--- src/verilog/lincfg_pkg.sv ---
// lincfg_pkg: register map, field positions and timing for the LIN test configuration block
package lincfg_pkg;
    // ---------------------------------------------
    // register byte offsets
    // ---------------------------------------------
    localparam logic [4:0] CFG_OFS    = 5'h00;
    localparam logic [4:0] RXDATA_OFS = 5'h04;
    localparam logic [4:0] TXDATA_OFS = 5'h08;
    localparam logic [4:0] STATUS_OFS = 5'h14;
    // ---------------------------------------------
    // configuration fields
    // ---------------------------------------------
    localparam int AB_EN_BIT    = 3;
    localparam int THR_LSB      = 16;
    localparam int RX_START_BIT = 20;
    localparam int RX_INV_BIT   = 21;
    localparam int TX_START_BIT = 22;
    localparam int TX_INV_BIT   = 23;
    localparam int FRAME_OV_BIT = 24;
    localparam int UNLOCK_BIT   = 25;
    localparam logic [31:0] CFG_RW_MASK = 32'h03AF_FFFF;
    localparam logic [31:0] CFG_RESET   = 32'h0000_0000;
    // ---------------------------------------------
    // transmit data and status fields
    // ---------------------------------------------
    localparam int TXD_START_BIT = 8;
    localparam int TXD_STOP_BIT  = 9;
    localparam int ST_BREAK_BIT  = 0;
    localparam int ST_TXBUSY_BIT = 1;
    localparam int ST_RXBUSY_BIT = 2;
    localparam int ST_RXDONE_BIT = 3;
    localparam logic [3:0] HALF_WORD_BE = 4'h3;
    localparam logic DEF_START = 1'b0;
    localparam logic DEF_STOP  = 1'b1;
    // ---------------------------------------------
    // timing
    // ---------------------------------------------
    localparam int CLK_PERIOD_NS = 25;
    localparam int BIT_TIME_NS   = 52083;
    localparam int BIT_CYCLES    = BIT_TIME_NS / CLK_PERIOD_NS;
    localparam int BRK_BITS      = 11;
    localparam int FRAME_BITS    = 10;

    typedef struct packed {
        logic [7:0] data;
        logic       start_bit;
        logic       stop_bit;
    } lincfg_txreq_s;
endpackage

--- src/verilog/lincfg_tx.sv ---
// lincfg_tx: serialiser for one byte field with caller-supplied start and stop bits
module lincfg_tx #(
    parameter int BIT_CYC = lincfg_pkg::BIT_CYCLES
) (
    input  wire logic                     sys_clk,
    input  wire logic                     nrst,
    input  wire logic                     go,
    input  wire lincfg_pkg::lincfg_txreq_s req,
    output logic                          busy,
    output logic                          line
);
    logic [9:0]  shift_r, shift_nxt;
    logic [3:0]  bits_r,  bits_nxt;
    logic [15:0] tick_r,  tick_nxt;
    logic        busy_r,  busy_nxt;
    logic        line_r,  line_nxt;

    always_comb
    begin
        shift_nxt = shift_r;
        bits_nxt  = bits_r;
        tick_nxt  = tick_r;
        busy_nxt  = busy_r;
        line_nxt  = line_r;
        if (!busy_r)
        begin
            line_nxt = 1'b1;
            if (go)
            begin
                shift_nxt = {req.stop_bit, req.data, req.start_bit};
                bits_nxt  = 4'h0;
                tick_nxt  = 16'(BIT_CYC - 1);
                busy_nxt  = 1'b1;
                line_nxt  = req.start_bit;
            end
        end
        else if (tick_r != 16'h0000)
            tick_nxt = tick_r - 16'h0001;
        else if (bits_r == 4'(lincfg_pkg::FRAME_BITS - 1))
        begin
            busy_nxt = 1'b0;
            line_nxt = 1'b1;
        end
        else
        begin
            shift_nxt = {1'b1, shift_r[9:1]};
            bits_nxt  = bits_r + 4'h1;
            tick_nxt  = 16'(BIT_CYC - 1);
            line_nxt  = shift_r[1];
        end
    end

    always_ff @(posedge sys_clk or negedge nrst)
    begin
        if (!nrst)
        begin
            shift_r <= 10'h3FF;
            bits_r  <= 4'h0;
            tick_r  <= 16'h0000;
            busy_r  <= 1'b0;
            line_r  <= 1'b1;
        end
        else
        begin
            shift_r <= shift_nxt;
            bits_r  <= bits_nxt;
            tick_r  <= tick_nxt;
            busy_r  <= busy_nxt;
            line_r  <= line_nxt;
        end
    end

    assign busy = busy_r;
    assign line = line_r;
endmodule

--- src/verilog/lincfg_top.sv ---
// lincfg_top: Avalon-MM slave with the LIN test configuration, autobaud break check and paths
//
// The Avalon-MM register port and the register offsets were left to the implementer.
module lincfg_top #(
    parameter int BIT_CYC = lincfg_pkg::BIT_CYCLES
) (
    input  wire logic        sys_clk,
    input  wire logic        nrst,
    input  wire logic [4:0]  address,
    input  wire logic        read,
    input  wire logic        write,
    input  wire logic [31:0] writedata,
    input  wire logic [3:0]  byteenable,
    output logic [31:0]      readdata,
    output logic             waitrequest,
    input  wire logic        bus_receive_pin,
    output logic             bus_transmit_pin
);
    typedef enum logic [1:0] {RX_IDLE, RX_START, RX_DATA, RX_STOP} lincfg_rx_e;

    // ---------------------------------------------
    // bus slave and registers
    // ---------------------------------------------
    logic [31:0] cfg_r, cfg_nxt, rdata_r, rdata_nxt, be_mask;
    logic        wait_r, wait_nxt, tx_go_r, tx_go_nxt, rx_armed_r, rx_armed_nxt;
    logic [7:0]  txd_r, txd_nxt;
    logic        txd_start_r, txd_start_nxt, txd_stop_r, txd_stop_nxt;
    logic        brk_r, brk_nxt, rxdone_r, rxdone_nxt, pin_r;
    logic        wr_acc, rd_acc, tx_busy, tx_line, rx_val, brk_evt, rx_fin;
    logic [31:0] status_w, rxdata_w;
    lincfg_pkg::lincfg_txreq_s tx_req;

    // receiver and break-measurement state
    lincfg_rx_e  rx_st_r, rx_st_nxt;
    logic [15:0] rx_tick_r, rx_tick_nxt;
    logic [3:0]  rx_bits_r, rx_bits_nxt;
    logic [9:0]  rx_sh_r, rx_sh_nxt;
    logic [9:0]  rx_word_r, rx_word_nxt;
    logic        rx_prev_r, rx_sync_r;
    logic [19:0] low_cnt_r, low_cnt_nxt, thresh, base, delta;

    assign wr_acc = write && !wait_r;
    assign rd_acc = read && !wait_r;
    assign be_mask = {{8{byteenable[3]}}, {8{byteenable[2]}},
                      {8{byteenable[1]}}, {8{byteenable[0]}}};
    assign rx_val = bus_receive_pin ^ cfg_r[lincfg_pkg::RX_INV_BIT];
    assign rxdata_w = {21'h000000, rx_sync_r, rx_word_r};
    assign status_w = {28'h0000000, rxdone_r, (rx_st_r != RX_IDLE), tx_busy, brk_r};

    // ---------------------------------------------
    // autobaud threshold
    // ---------------------------------------------
    always_comb
    begin
        base  = 20'(lincfg_pkg::BRK_BITS * BIT_CYC);
        delta = 20'h00000;
        case (cfg_r[lincfg_pkg::THR_LSB +: 3])
            3'h1: delta = base >> 7;
            3'h2: delta = base >> 6;
            3'h3: delta = base >> 5;
            3'h4: delta = base >> 4;
            default: delta = 20'h00000;
        endcase
        if (cfg_r[lincfg_pkg::THR_LSB + 3])
            thresh = base - delta;
        else
            thresh = base + delta;
    end

    assign brk_evt = rx_val && !rx_prev_r && cfg_r[lincfg_pkg::AB_EN_BIT] && (low_cnt_r >= thresh);

    // ---------------------------------------------
    // register file next state
    // ---------------------------------------------
    always_comb
    begin
        cfg_nxt       = cfg_r;
        wait_nxt      = !((read || write) && wait_r);
        rdata_nxt     = rdata_r;
        tx_go_nxt     = 1'b0;
        rx_armed_nxt  = rx_armed_r;
        txd_nxt       = txd_r;
        txd_start_nxt = txd_start_r;
        txd_stop_nxt  = txd_stop_r;
        brk_nxt       = brk_r;
        rxdone_nxt    = rxdone_r;
        if (read && wait_r)
        begin
            if (address == lincfg_pkg::CFG_OFS)
                rdata_nxt = cfg_r & lincfg_pkg::CFG_RW_MASK;
            else if (address == lincfg_pkg::RXDATA_OFS)
                rdata_nxt = rxdata_w;
            else if (address == lincfg_pkg::STATUS_OFS)
                rdata_nxt = status_w;
            else
                rdata_nxt = 32'h0000_0000;
        end
        if (wr_acc && address == lincfg_pkg::CFG_OFS)
        begin
            cfg_nxt = (cfg_r & ~be_mask) | (writedata & be_mask & lincfg_pkg::CFG_RW_MASK);
            if (byteenable[2] && writedata[lincfg_pkg::RX_START_BIT])
                rx_armed_nxt = 1'b1;
            if (byteenable[2] && writedata[lincfg_pkg::TX_START_BIT] && !tx_busy)
                tx_go_nxt = 1'b1;
        end
        if (wr_acc && address == lincfg_pkg::TXDATA_OFS)
        begin
            if (byteenable[0])
                txd_nxt = writedata[7:0];
            if (cfg_r[lincfg_pkg::UNLOCK_BIT] &&
                (byteenable & lincfg_pkg::HALF_WORD_BE) == lincfg_pkg::HALF_WORD_BE)
            begin
                txd_start_nxt = writedata[lincfg_pkg::TXD_START_BIT];
                txd_stop_nxt  = writedata[lincfg_pkg::TXD_STOP_BIT];
            end
            if (cfg_r[lincfg_pkg::UNLOCK_BIT] && !tx_busy)
                tx_go_nxt = 1'b1;
        end
        if (wr_acc && address == lincfg_pkg::STATUS_OFS && byteenable[0])
        begin
            if (writedata[lincfg_pkg::ST_BREAK_BIT])
                brk_nxt = 1'b0;
            if (writedata[lincfg_pkg::ST_RXDONE_BIT])
                rxdone_nxt = 1'b0;
        end
        if (brk_evt)
            brk_nxt = 1'b1;
        if (rx_fin)
        begin
            rxdone_nxt   = 1'b1;
            rx_armed_nxt = 1'b0;
        end
    end

    // default framing unless the override is set
    always_comb
    begin
        tx_req.data = txd_r;
        if (cfg_r[lincfg_pkg::FRAME_OV_BIT])
        begin
            tx_req.start_bit = txd_start_r;
            tx_req.stop_bit  = txd_stop_r;
        end
        else
        begin
            tx_req.start_bit = lincfg_pkg::DEF_START;
            tx_req.stop_bit  = lincfg_pkg::DEF_STOP;
        end
    end

    // ---------------------------------------------
    // receive sequencer and break measurement
    // ---------------------------------------------
    assign rx_fin = (rx_st_r == RX_STOP) && (rx_tick_r == 16'h0000);

    always_comb
    begin
        rx_st_nxt   = rx_st_r;
        rx_tick_nxt = rx_tick_r;
        rx_bits_nxt = rx_bits_r;
        rx_sh_nxt   = rx_sh_r;
        rx_word_nxt = rx_word_r;
        low_cnt_nxt = rx_val ? 20'h00000 : ((low_cnt_r == 20'hFFFFF) ? low_cnt_r
                                                                    : low_cnt_r + 20'h00001);
        if (rx_tick_r != 16'h0000)
            rx_tick_nxt = rx_tick_r - 16'h0001;
        case (rx_st_r)
            RX_IDLE:
                if ((rx_armed_r || cfg_r[lincfg_pkg::UNLOCK_BIT]) && rx_prev_r && !rx_val)
                begin
                    rx_st_nxt   = RX_START;
                    rx_tick_nxt = 16'((BIT_CYC / 2) - 1);
                    rx_bits_nxt = 4'h0;
                end
            RX_START:
                if (rx_tick_r == 16'h0000)
                begin
                    rx_sh_nxt   = {rx_val, rx_sh_r[9:1]};
                    rx_tick_nxt = 16'(BIT_CYC - 1);
                    rx_st_nxt   = RX_DATA;
                end
            RX_DATA:
                if (rx_tick_r == 16'h0000)
                begin
                    rx_sh_nxt   = {rx_val, rx_sh_r[9:1]};
                    rx_tick_nxt = 16'(BIT_CYC - 1);
                    rx_bits_nxt = rx_bits_r + 4'h1;
                    if (rx_bits_r == 4'h7)
                        rx_st_nxt = RX_STOP;
                end
            RX_STOP:
                if (rx_tick_r == 16'h0000)
                begin
                    rx_word_nxt = {rx_val, rx_sh_r[1], rx_sh_r[9:2]};
                    rx_st_nxt   = RX_IDLE;
                end
            default: rx_st_nxt = RX_IDLE;
        endcase
    end

    // ---------------------------------------------
    // registers
    // ---------------------------------------------
    always_ff @(posedge sys_clk or negedge nrst)
    begin
        if (!nrst)
        begin
            cfg_r       <= lincfg_pkg::CFG_RESET;
            wait_r      <= 1'b1;
            rdata_r     <= 32'h0000_0000;
            tx_go_r     <= 1'b0;
            rx_armed_r  <= 1'b0;
            txd_r       <= 8'h00;
            txd_start_r <= 1'b0;
            txd_stop_r  <= 1'b0;
            brk_r       <= 1'b0;
            rxdone_r    <= 1'b0;
            pin_r       <= 1'b1;
            rx_st_r     <= RX_IDLE;
            rx_tick_r   <= 16'h0000;
            rx_bits_r   <= 4'h0;
            rx_sh_r     <= 10'h000;
            rx_word_r   <= 10'h000;
            rx_prev_r   <= 1'b1;
            rx_sync_r   <= 1'b0;
            low_cnt_r   <= 20'h00000;
        end
        else
        begin
            cfg_r       <= cfg_nxt;
            wait_r      <= wait_nxt;
            rdata_r     <= rdata_nxt;
            tx_go_r     <= tx_go_nxt;
            rx_armed_r  <= rx_armed_nxt;
            txd_r       <= txd_nxt;
            txd_start_r <= txd_start_nxt;
            txd_stop_r  <= txd_stop_nxt;
            brk_r       <= brk_nxt;
            rxdone_r    <= rxdone_nxt;
            pin_r       <= tx_line ^ cfg_r[lincfg_pkg::TX_INV_BIT];
            rx_st_r     <= rx_st_nxt;
            rx_tick_r   <= rx_tick_nxt;
            rx_bits_r   <= rx_bits_nxt;
            rx_sh_r     <= rx_sh_nxt;
            rx_word_r   <= rx_word_nxt;
            rx_prev_r   <= rx_val;
            rx_sync_r   <= rx_val;
            low_cnt_r   <= low_cnt_nxt;
        end
    end

    lincfg_tx #(.BIT_CYC(BIT_CYC)) u_tx (
        .sys_clk (sys_clk),
        .nrst    (nrst),
        .go      (tx_go_r),
        .req     (tx_req),
        .busy    (tx_busy),
        .line    (tx_line)
    );

    assign readdata         = rdata_r;
    assign waitrequest      = wait_r;
    assign bus_transmit_pin = pin_r;
endmodule

--- config.mk ---
export PLATFORM = sky130hd
export DESIGN_NAME = lincfg_top
export DESIGN_NICKNAME = d
export VERILOG_FILES = /design/src/verilog/lincfg_pkg.sv /design/src/verilog/lincfg_tx.sv /design/src/verilog/lincfg_top.sv
export SDC_FILE = /design/constraint.sdc
export NUM_CORES = 1
export LEC_CHECK = 0
export ABC_AREA = 1
export BUFFER_PORTS_ARGS = -buffer_cell sky130_fd_sc_hd__buf_4
export CAP_MARGIN = 10
export CELL_PAD_IN_SITES_DETAIL_PLACEMENT = 0
export CELL_PAD_IN_SITES_GLOBAL_PLACEMENT = 1
export CORE_ASPECT_RATIO = 1.1
export CORE_MARGIN = 2
export CORE_UTILIZATION = 49
export DETAILED_ROUTE_END_ITERATION = 16
export HOLD_SLACK_MARGIN = 0.05
export PLACE_DENSITY_LB_ADDON = 0.1
export SETUP_SLACK_MARGIN = 0.4
export SYNTH_ARGS = -nofsm -noshare
export SYNTH_HDL_FRONTEND = slang
export SYNTH_SLANG_ARGS = --single-unit
--- constraint.sdc ---
create_clock -name sys_clk -period 3.45 [get_ports sys_clk]
set_input_delay 0.1725 -clock sys_clk [delete_from_list [all_inputs] [get_ports sys_clk]]
set_output_delay 0.1725 -clock sys_clk [all_outputs]
set_load 0.05 [all_outputs]
; ---- Yosys cells after proc, flatten, opt, wreduce, memory -nomap -nowiden
; Cells that the tools add are included.
[word_totals]
regBits = 176
word_cells = 166
[classes]
n_eq_ne = 23
addsub = 7
n_reduce_logical = 51
muxes = 54
bitwise = 6
magnitude_cmp = 1
[op_table]
columns = cell, count
row1 = 16-bit 2-to-1 mux, 7
row2 = 20-bit 2-to-1 mux, 3
row3 = 11-bit case mux with 4 select lines, 1
row4 = 10-bit 2-to-1 mux, 4
row5 = 32-bit AND, 1
row6 = 32-bit NOT, 1
row7 = 32-bit by 26-bit OR with 32-bit output, 1
row8 = 16-bit case mux with 2 select lines, 1
row9 = 16-bit nonzero test, 2
row10 = 16-bit by 1-bit subtractor with 16-bit output (second input constant), 2
row11 = 4-bit 2-to-1 mux, 7
row12 = 26-bit AND, 1
row13 = 26-bit 2-to-1 mux, 1
row14 = 1-bit 2-to-1 mux, 21
row15 = 15-bit by 20-bit adder with 20-bit output (first input constant), 1
row16 = 20-bit by 1-bit adder with 20-bit output (second input constant), 1
row17 = 20-bit == test (second input constant), 1
row18 = 20-bit greater-or-equal comparator, 1
row19 = 15-bit by 20-bit subtractor with 20-bit output (first input constant), 1
row20 = 1-bit logical AND, 18
row21 = 2-bit nonzero test, 9
row22 = 16-bit zero test, 1
row23 = 2-bit AND reduction, 8
row24 = 2-bit inequality test (second input constant), 7
row25 = other kinds (25), 41

; ---- Depth between registers and ports, before layout
[depth]
word_depth = 8
ltp_mapped = 20

; ---- By module
; Synthesis repeated with hierarchy kept, for this count alone.
[unflattened]
hier_cells = 1076
area_unflattened_um2 = 8742.1
[modules_own_cells]
columns = module, seq_area_each_um2, instances, cells_per_inst, area_per_inst_um2
row1 = lincfg_top, 3181.8, 1, 835, 6851.6
row2 = lincfg_tx, 788.3, 1, 241, 1890.6

; ---- Least setup slack after synthesis
; Ideal clock, no wire load.
[synth_timing]
path_type = register to register
startpoint = register with a tool-made name
endpoint = register brk_r
path_stages_with_launch = 17
setup_ns = 0.065
t_arrival_ns = 2.285
path_slack_ns = 1.100
n_path_buf = 0
path_cell_list = dfrtp_1 -> nor2_2 -> nand2_1 -> nand2_1 -> inv_1 -> ha_1 -> or2_2 -> o21ai_0 -> a21oi_1 -> ha_1 -> nand2_1 -> nor2_1 -> nand2_1 -> nand3b_1 -> nand4_1 -> nand2_1 -> nand2_1
[synth_rtl]
columns = element, line_no
row1 = end signal: assignment, lincfg_top.sv:238  ; brk_r <= brk_nxt;
row2 = end: declaration, lincfg_top.sv:28  ; logic brk_r, brk_nxt, rxdone_r, rxdone_nxt, pin_r;

==> metrics.cfg <==
[outcome]
outcome = completed

[synthesis]
synth_ff_type = dfrtp_1
synth_xor_area_share_pct = 1.78
yosys.area.top_type_share_pct = 41.1
synth_top_area_cell = dfrtp_1
synth_compound_gate_area_share_pct = 11.0
synth.avg_cell_area_um2 = 8.25
synthDistinctLibCells = 52
synth_fa_ha_area_share_pct = 4.39
synth.area.mux_share_pct = 0.793
syn_area_mm2 = 0.00883
synth_area_leaders = dfrtp_1 41%, nand2_1 11%, inv_1 4.9%, ha_1 4.4%, nor2_1 4.3%
synth_edf_count = 0
synth_top_family_by_area = simple AND/OR/NAND/NOR gates
synth-seq-area-share_pct = 44.9
synth_cells = 1071
synth-seq-cells = 158
async_reset_ff_share_pct = 100
yosys_warnings = 0
synth-simple-area-share_pct = 28.7

[detailed_routing]
vias_per_cell = 5.06
wl_per_cell_um = 14.5
drt_iter0_drc = 434
ant_nets = 0
dr.pass1.iters = 5
wl_um = 20600
vias = 7166
drc = 0

[clock_network]
cts.clk_slew.worst_paths_ns = 0.07
cts.sinks = 158
cts_resized = 0
cts_tree = done
post-cts-setup-buffers = 0
cts_max_level = 4
cts_buffers = 17
clk_latency_ns = 0.44
cts.path.max_buffers = 2
clockRootBuffer = clkbuf_16
cts_hold_buffers = 30

[grt]
grt_pass1_wl_um = 34300
groute.usage.overall_pct = 22.7
grt_max_degree = 65
grt_pass1_vias = 6844
grt_overflow_total = 0
antenna_found_initial = 1

[die]
die_h_um = 145
die-area_mm2 = 0.0191
die_w_um = 132
rows = 51
ios = 80
coreArea_mm2 = 0.0177
initial_core_util_pct = 50.0

[layout]
drive_gt1_share_pct = 18.9
design_area_mm2 = 0.0104
instances_no_fill = 1415
layout_common_cells = 254 x nand2_1, 145 x dfrtp_1, 116 x inv_1
syn_to_final_growth_pct = 17.3
postLayoutCoreUtil_pct = 58.6
mostFrequentLayoutCell = nand2_1
nNetsFinal = 1240

[placement]
port_buffers = 65
place_area_mm2 = 0.00946
dpl.hpwl_um = 14800
post-place-cells = 1351
gp_routability_congestion = 0.826
post-place-ws_ns = 0.820

[sta]
setup_viol = 0
hold_viol = 0
tns_ns = 0
fin_crit_sh_pct = 76.6
fin_skew_ns = 0.0103
worstMarginPinSlew_ns = 0.873
rsz0062_at_grt = false
slew_violations = 0
holdWs_ns = 0.0661
max_clock_freq_mhz = 378
max_slew_margin_pct = 41.6
fin_ws_ns = 0.808
min_period_ns = 2.64

[critical_path]
start_kind = flip-flop
cp_max_fo = 5
critPathArrivalTime_ns = 3.01
cp-end-kind = flip-flop
critPathKind = flip-flop to flip-flop
cp.required_ns = 3.82

[worst_hold_path]
worstHoldStart = byteenable[3]
holdCritPathClass = input pin to flip-flop

[power]
total_power_mw = 6.63
ir_drop_uv = 368
p_leak_nw = 5.18
p_per_area_mw_per_mm2 = 640

[run]
cap_viol_max_count = 0

[layer usage]
| layer | up-vias | GRT usage (%) | part of all wire [%] |
|---|---|---|---|
| met5 | - | 0 | 0 |
| met1 | 3381 | 30.3 | 47 |
| met3 | 19 | 4.46 | 3.3 |
| li1 | 3647 | - | - |
| met4 | 0 | 6.06 | 1.2 |
| met2 | 119 | 38.1 | 48 |
[power by group]
part | internal [mW] | switching [mW] | leakage (nW)
sequential | 2.23 | 0.338 | 2.02
combinational | 0.780 | 1.39 | 2.87
clock | 1.04 | 0.854 | 0.284
[worst max-delay path, cell delays in order (launching register included)]
cell and delay (ns):
dfrtp_1 0.41, nor2_2 0.23, nand2_1 0.10, nand2_1 0.15, inv_1 0.08, ha_1 0.17, or2_2 0.30, o21ai_0 0.17
a21oi_1 0.08, ha_1 0.30, nand2_1 0.07, nor2_1 0.12, nand2_1 0.07, nand3b_1 0.15, nand4_1 0.09, nand2_1 0.05
nand2_1 0.05
[Yosys cell counts, types with 15 or more instances]
cell type / count
a21oi_1: 33
dfrtp_1: 145
ha_1: 31
inv_1: 116
nand2_1: 254
nand2_2: 15
nand3_1: 64
nand4_1: 27
nor2_1: 102
nor3_1: 19
o21ai_0: 40
o21ai_1: 19
o21ai_2: 27
o31ai_1: 15
[logic make-up (layout without fill, tap and decap cells)]
group | count (synthesis) | in the layout
AO/OA/AOI/OAI | 155 | 155
XOR/XNOR | 18 | 18
adder cells (fa/ha/maj) | 31 | 31
buffers and inverters | 162 | 259
flip-flops | 158 | 158
multiplexers | 7 | 7
other | 2 | 11
AND/OR/NAND/NOR | 538 | 538
[worst paths after layout]
check	slack (ns)	endpoint	cells after the start
max	0.81	brk_r	16
min	0.07	flip-flop	3
max reg2reg	0.81	brk_r	16
min reg2reg	0.43	bus_transmit_pin	1
max in group asynchronous	2.27	u_tx.shift_r[8]	3
min in group asynchronous	0.28	u_tx.tick_r[6]	2
[layout make-up]
type / instances / area [um2]
tap: 238 / 298
clock inverter: 14 / 149
fill: 1653 / 7310
sequential: 158 / 3970
antenna: 1 / 2.50
clock buffer: 18 / 439
timing repair buffer: 101 / 852
multi-input combinational: 759 / 4180
inverter: 126 / 479
(Power assumes the default switching activity.)
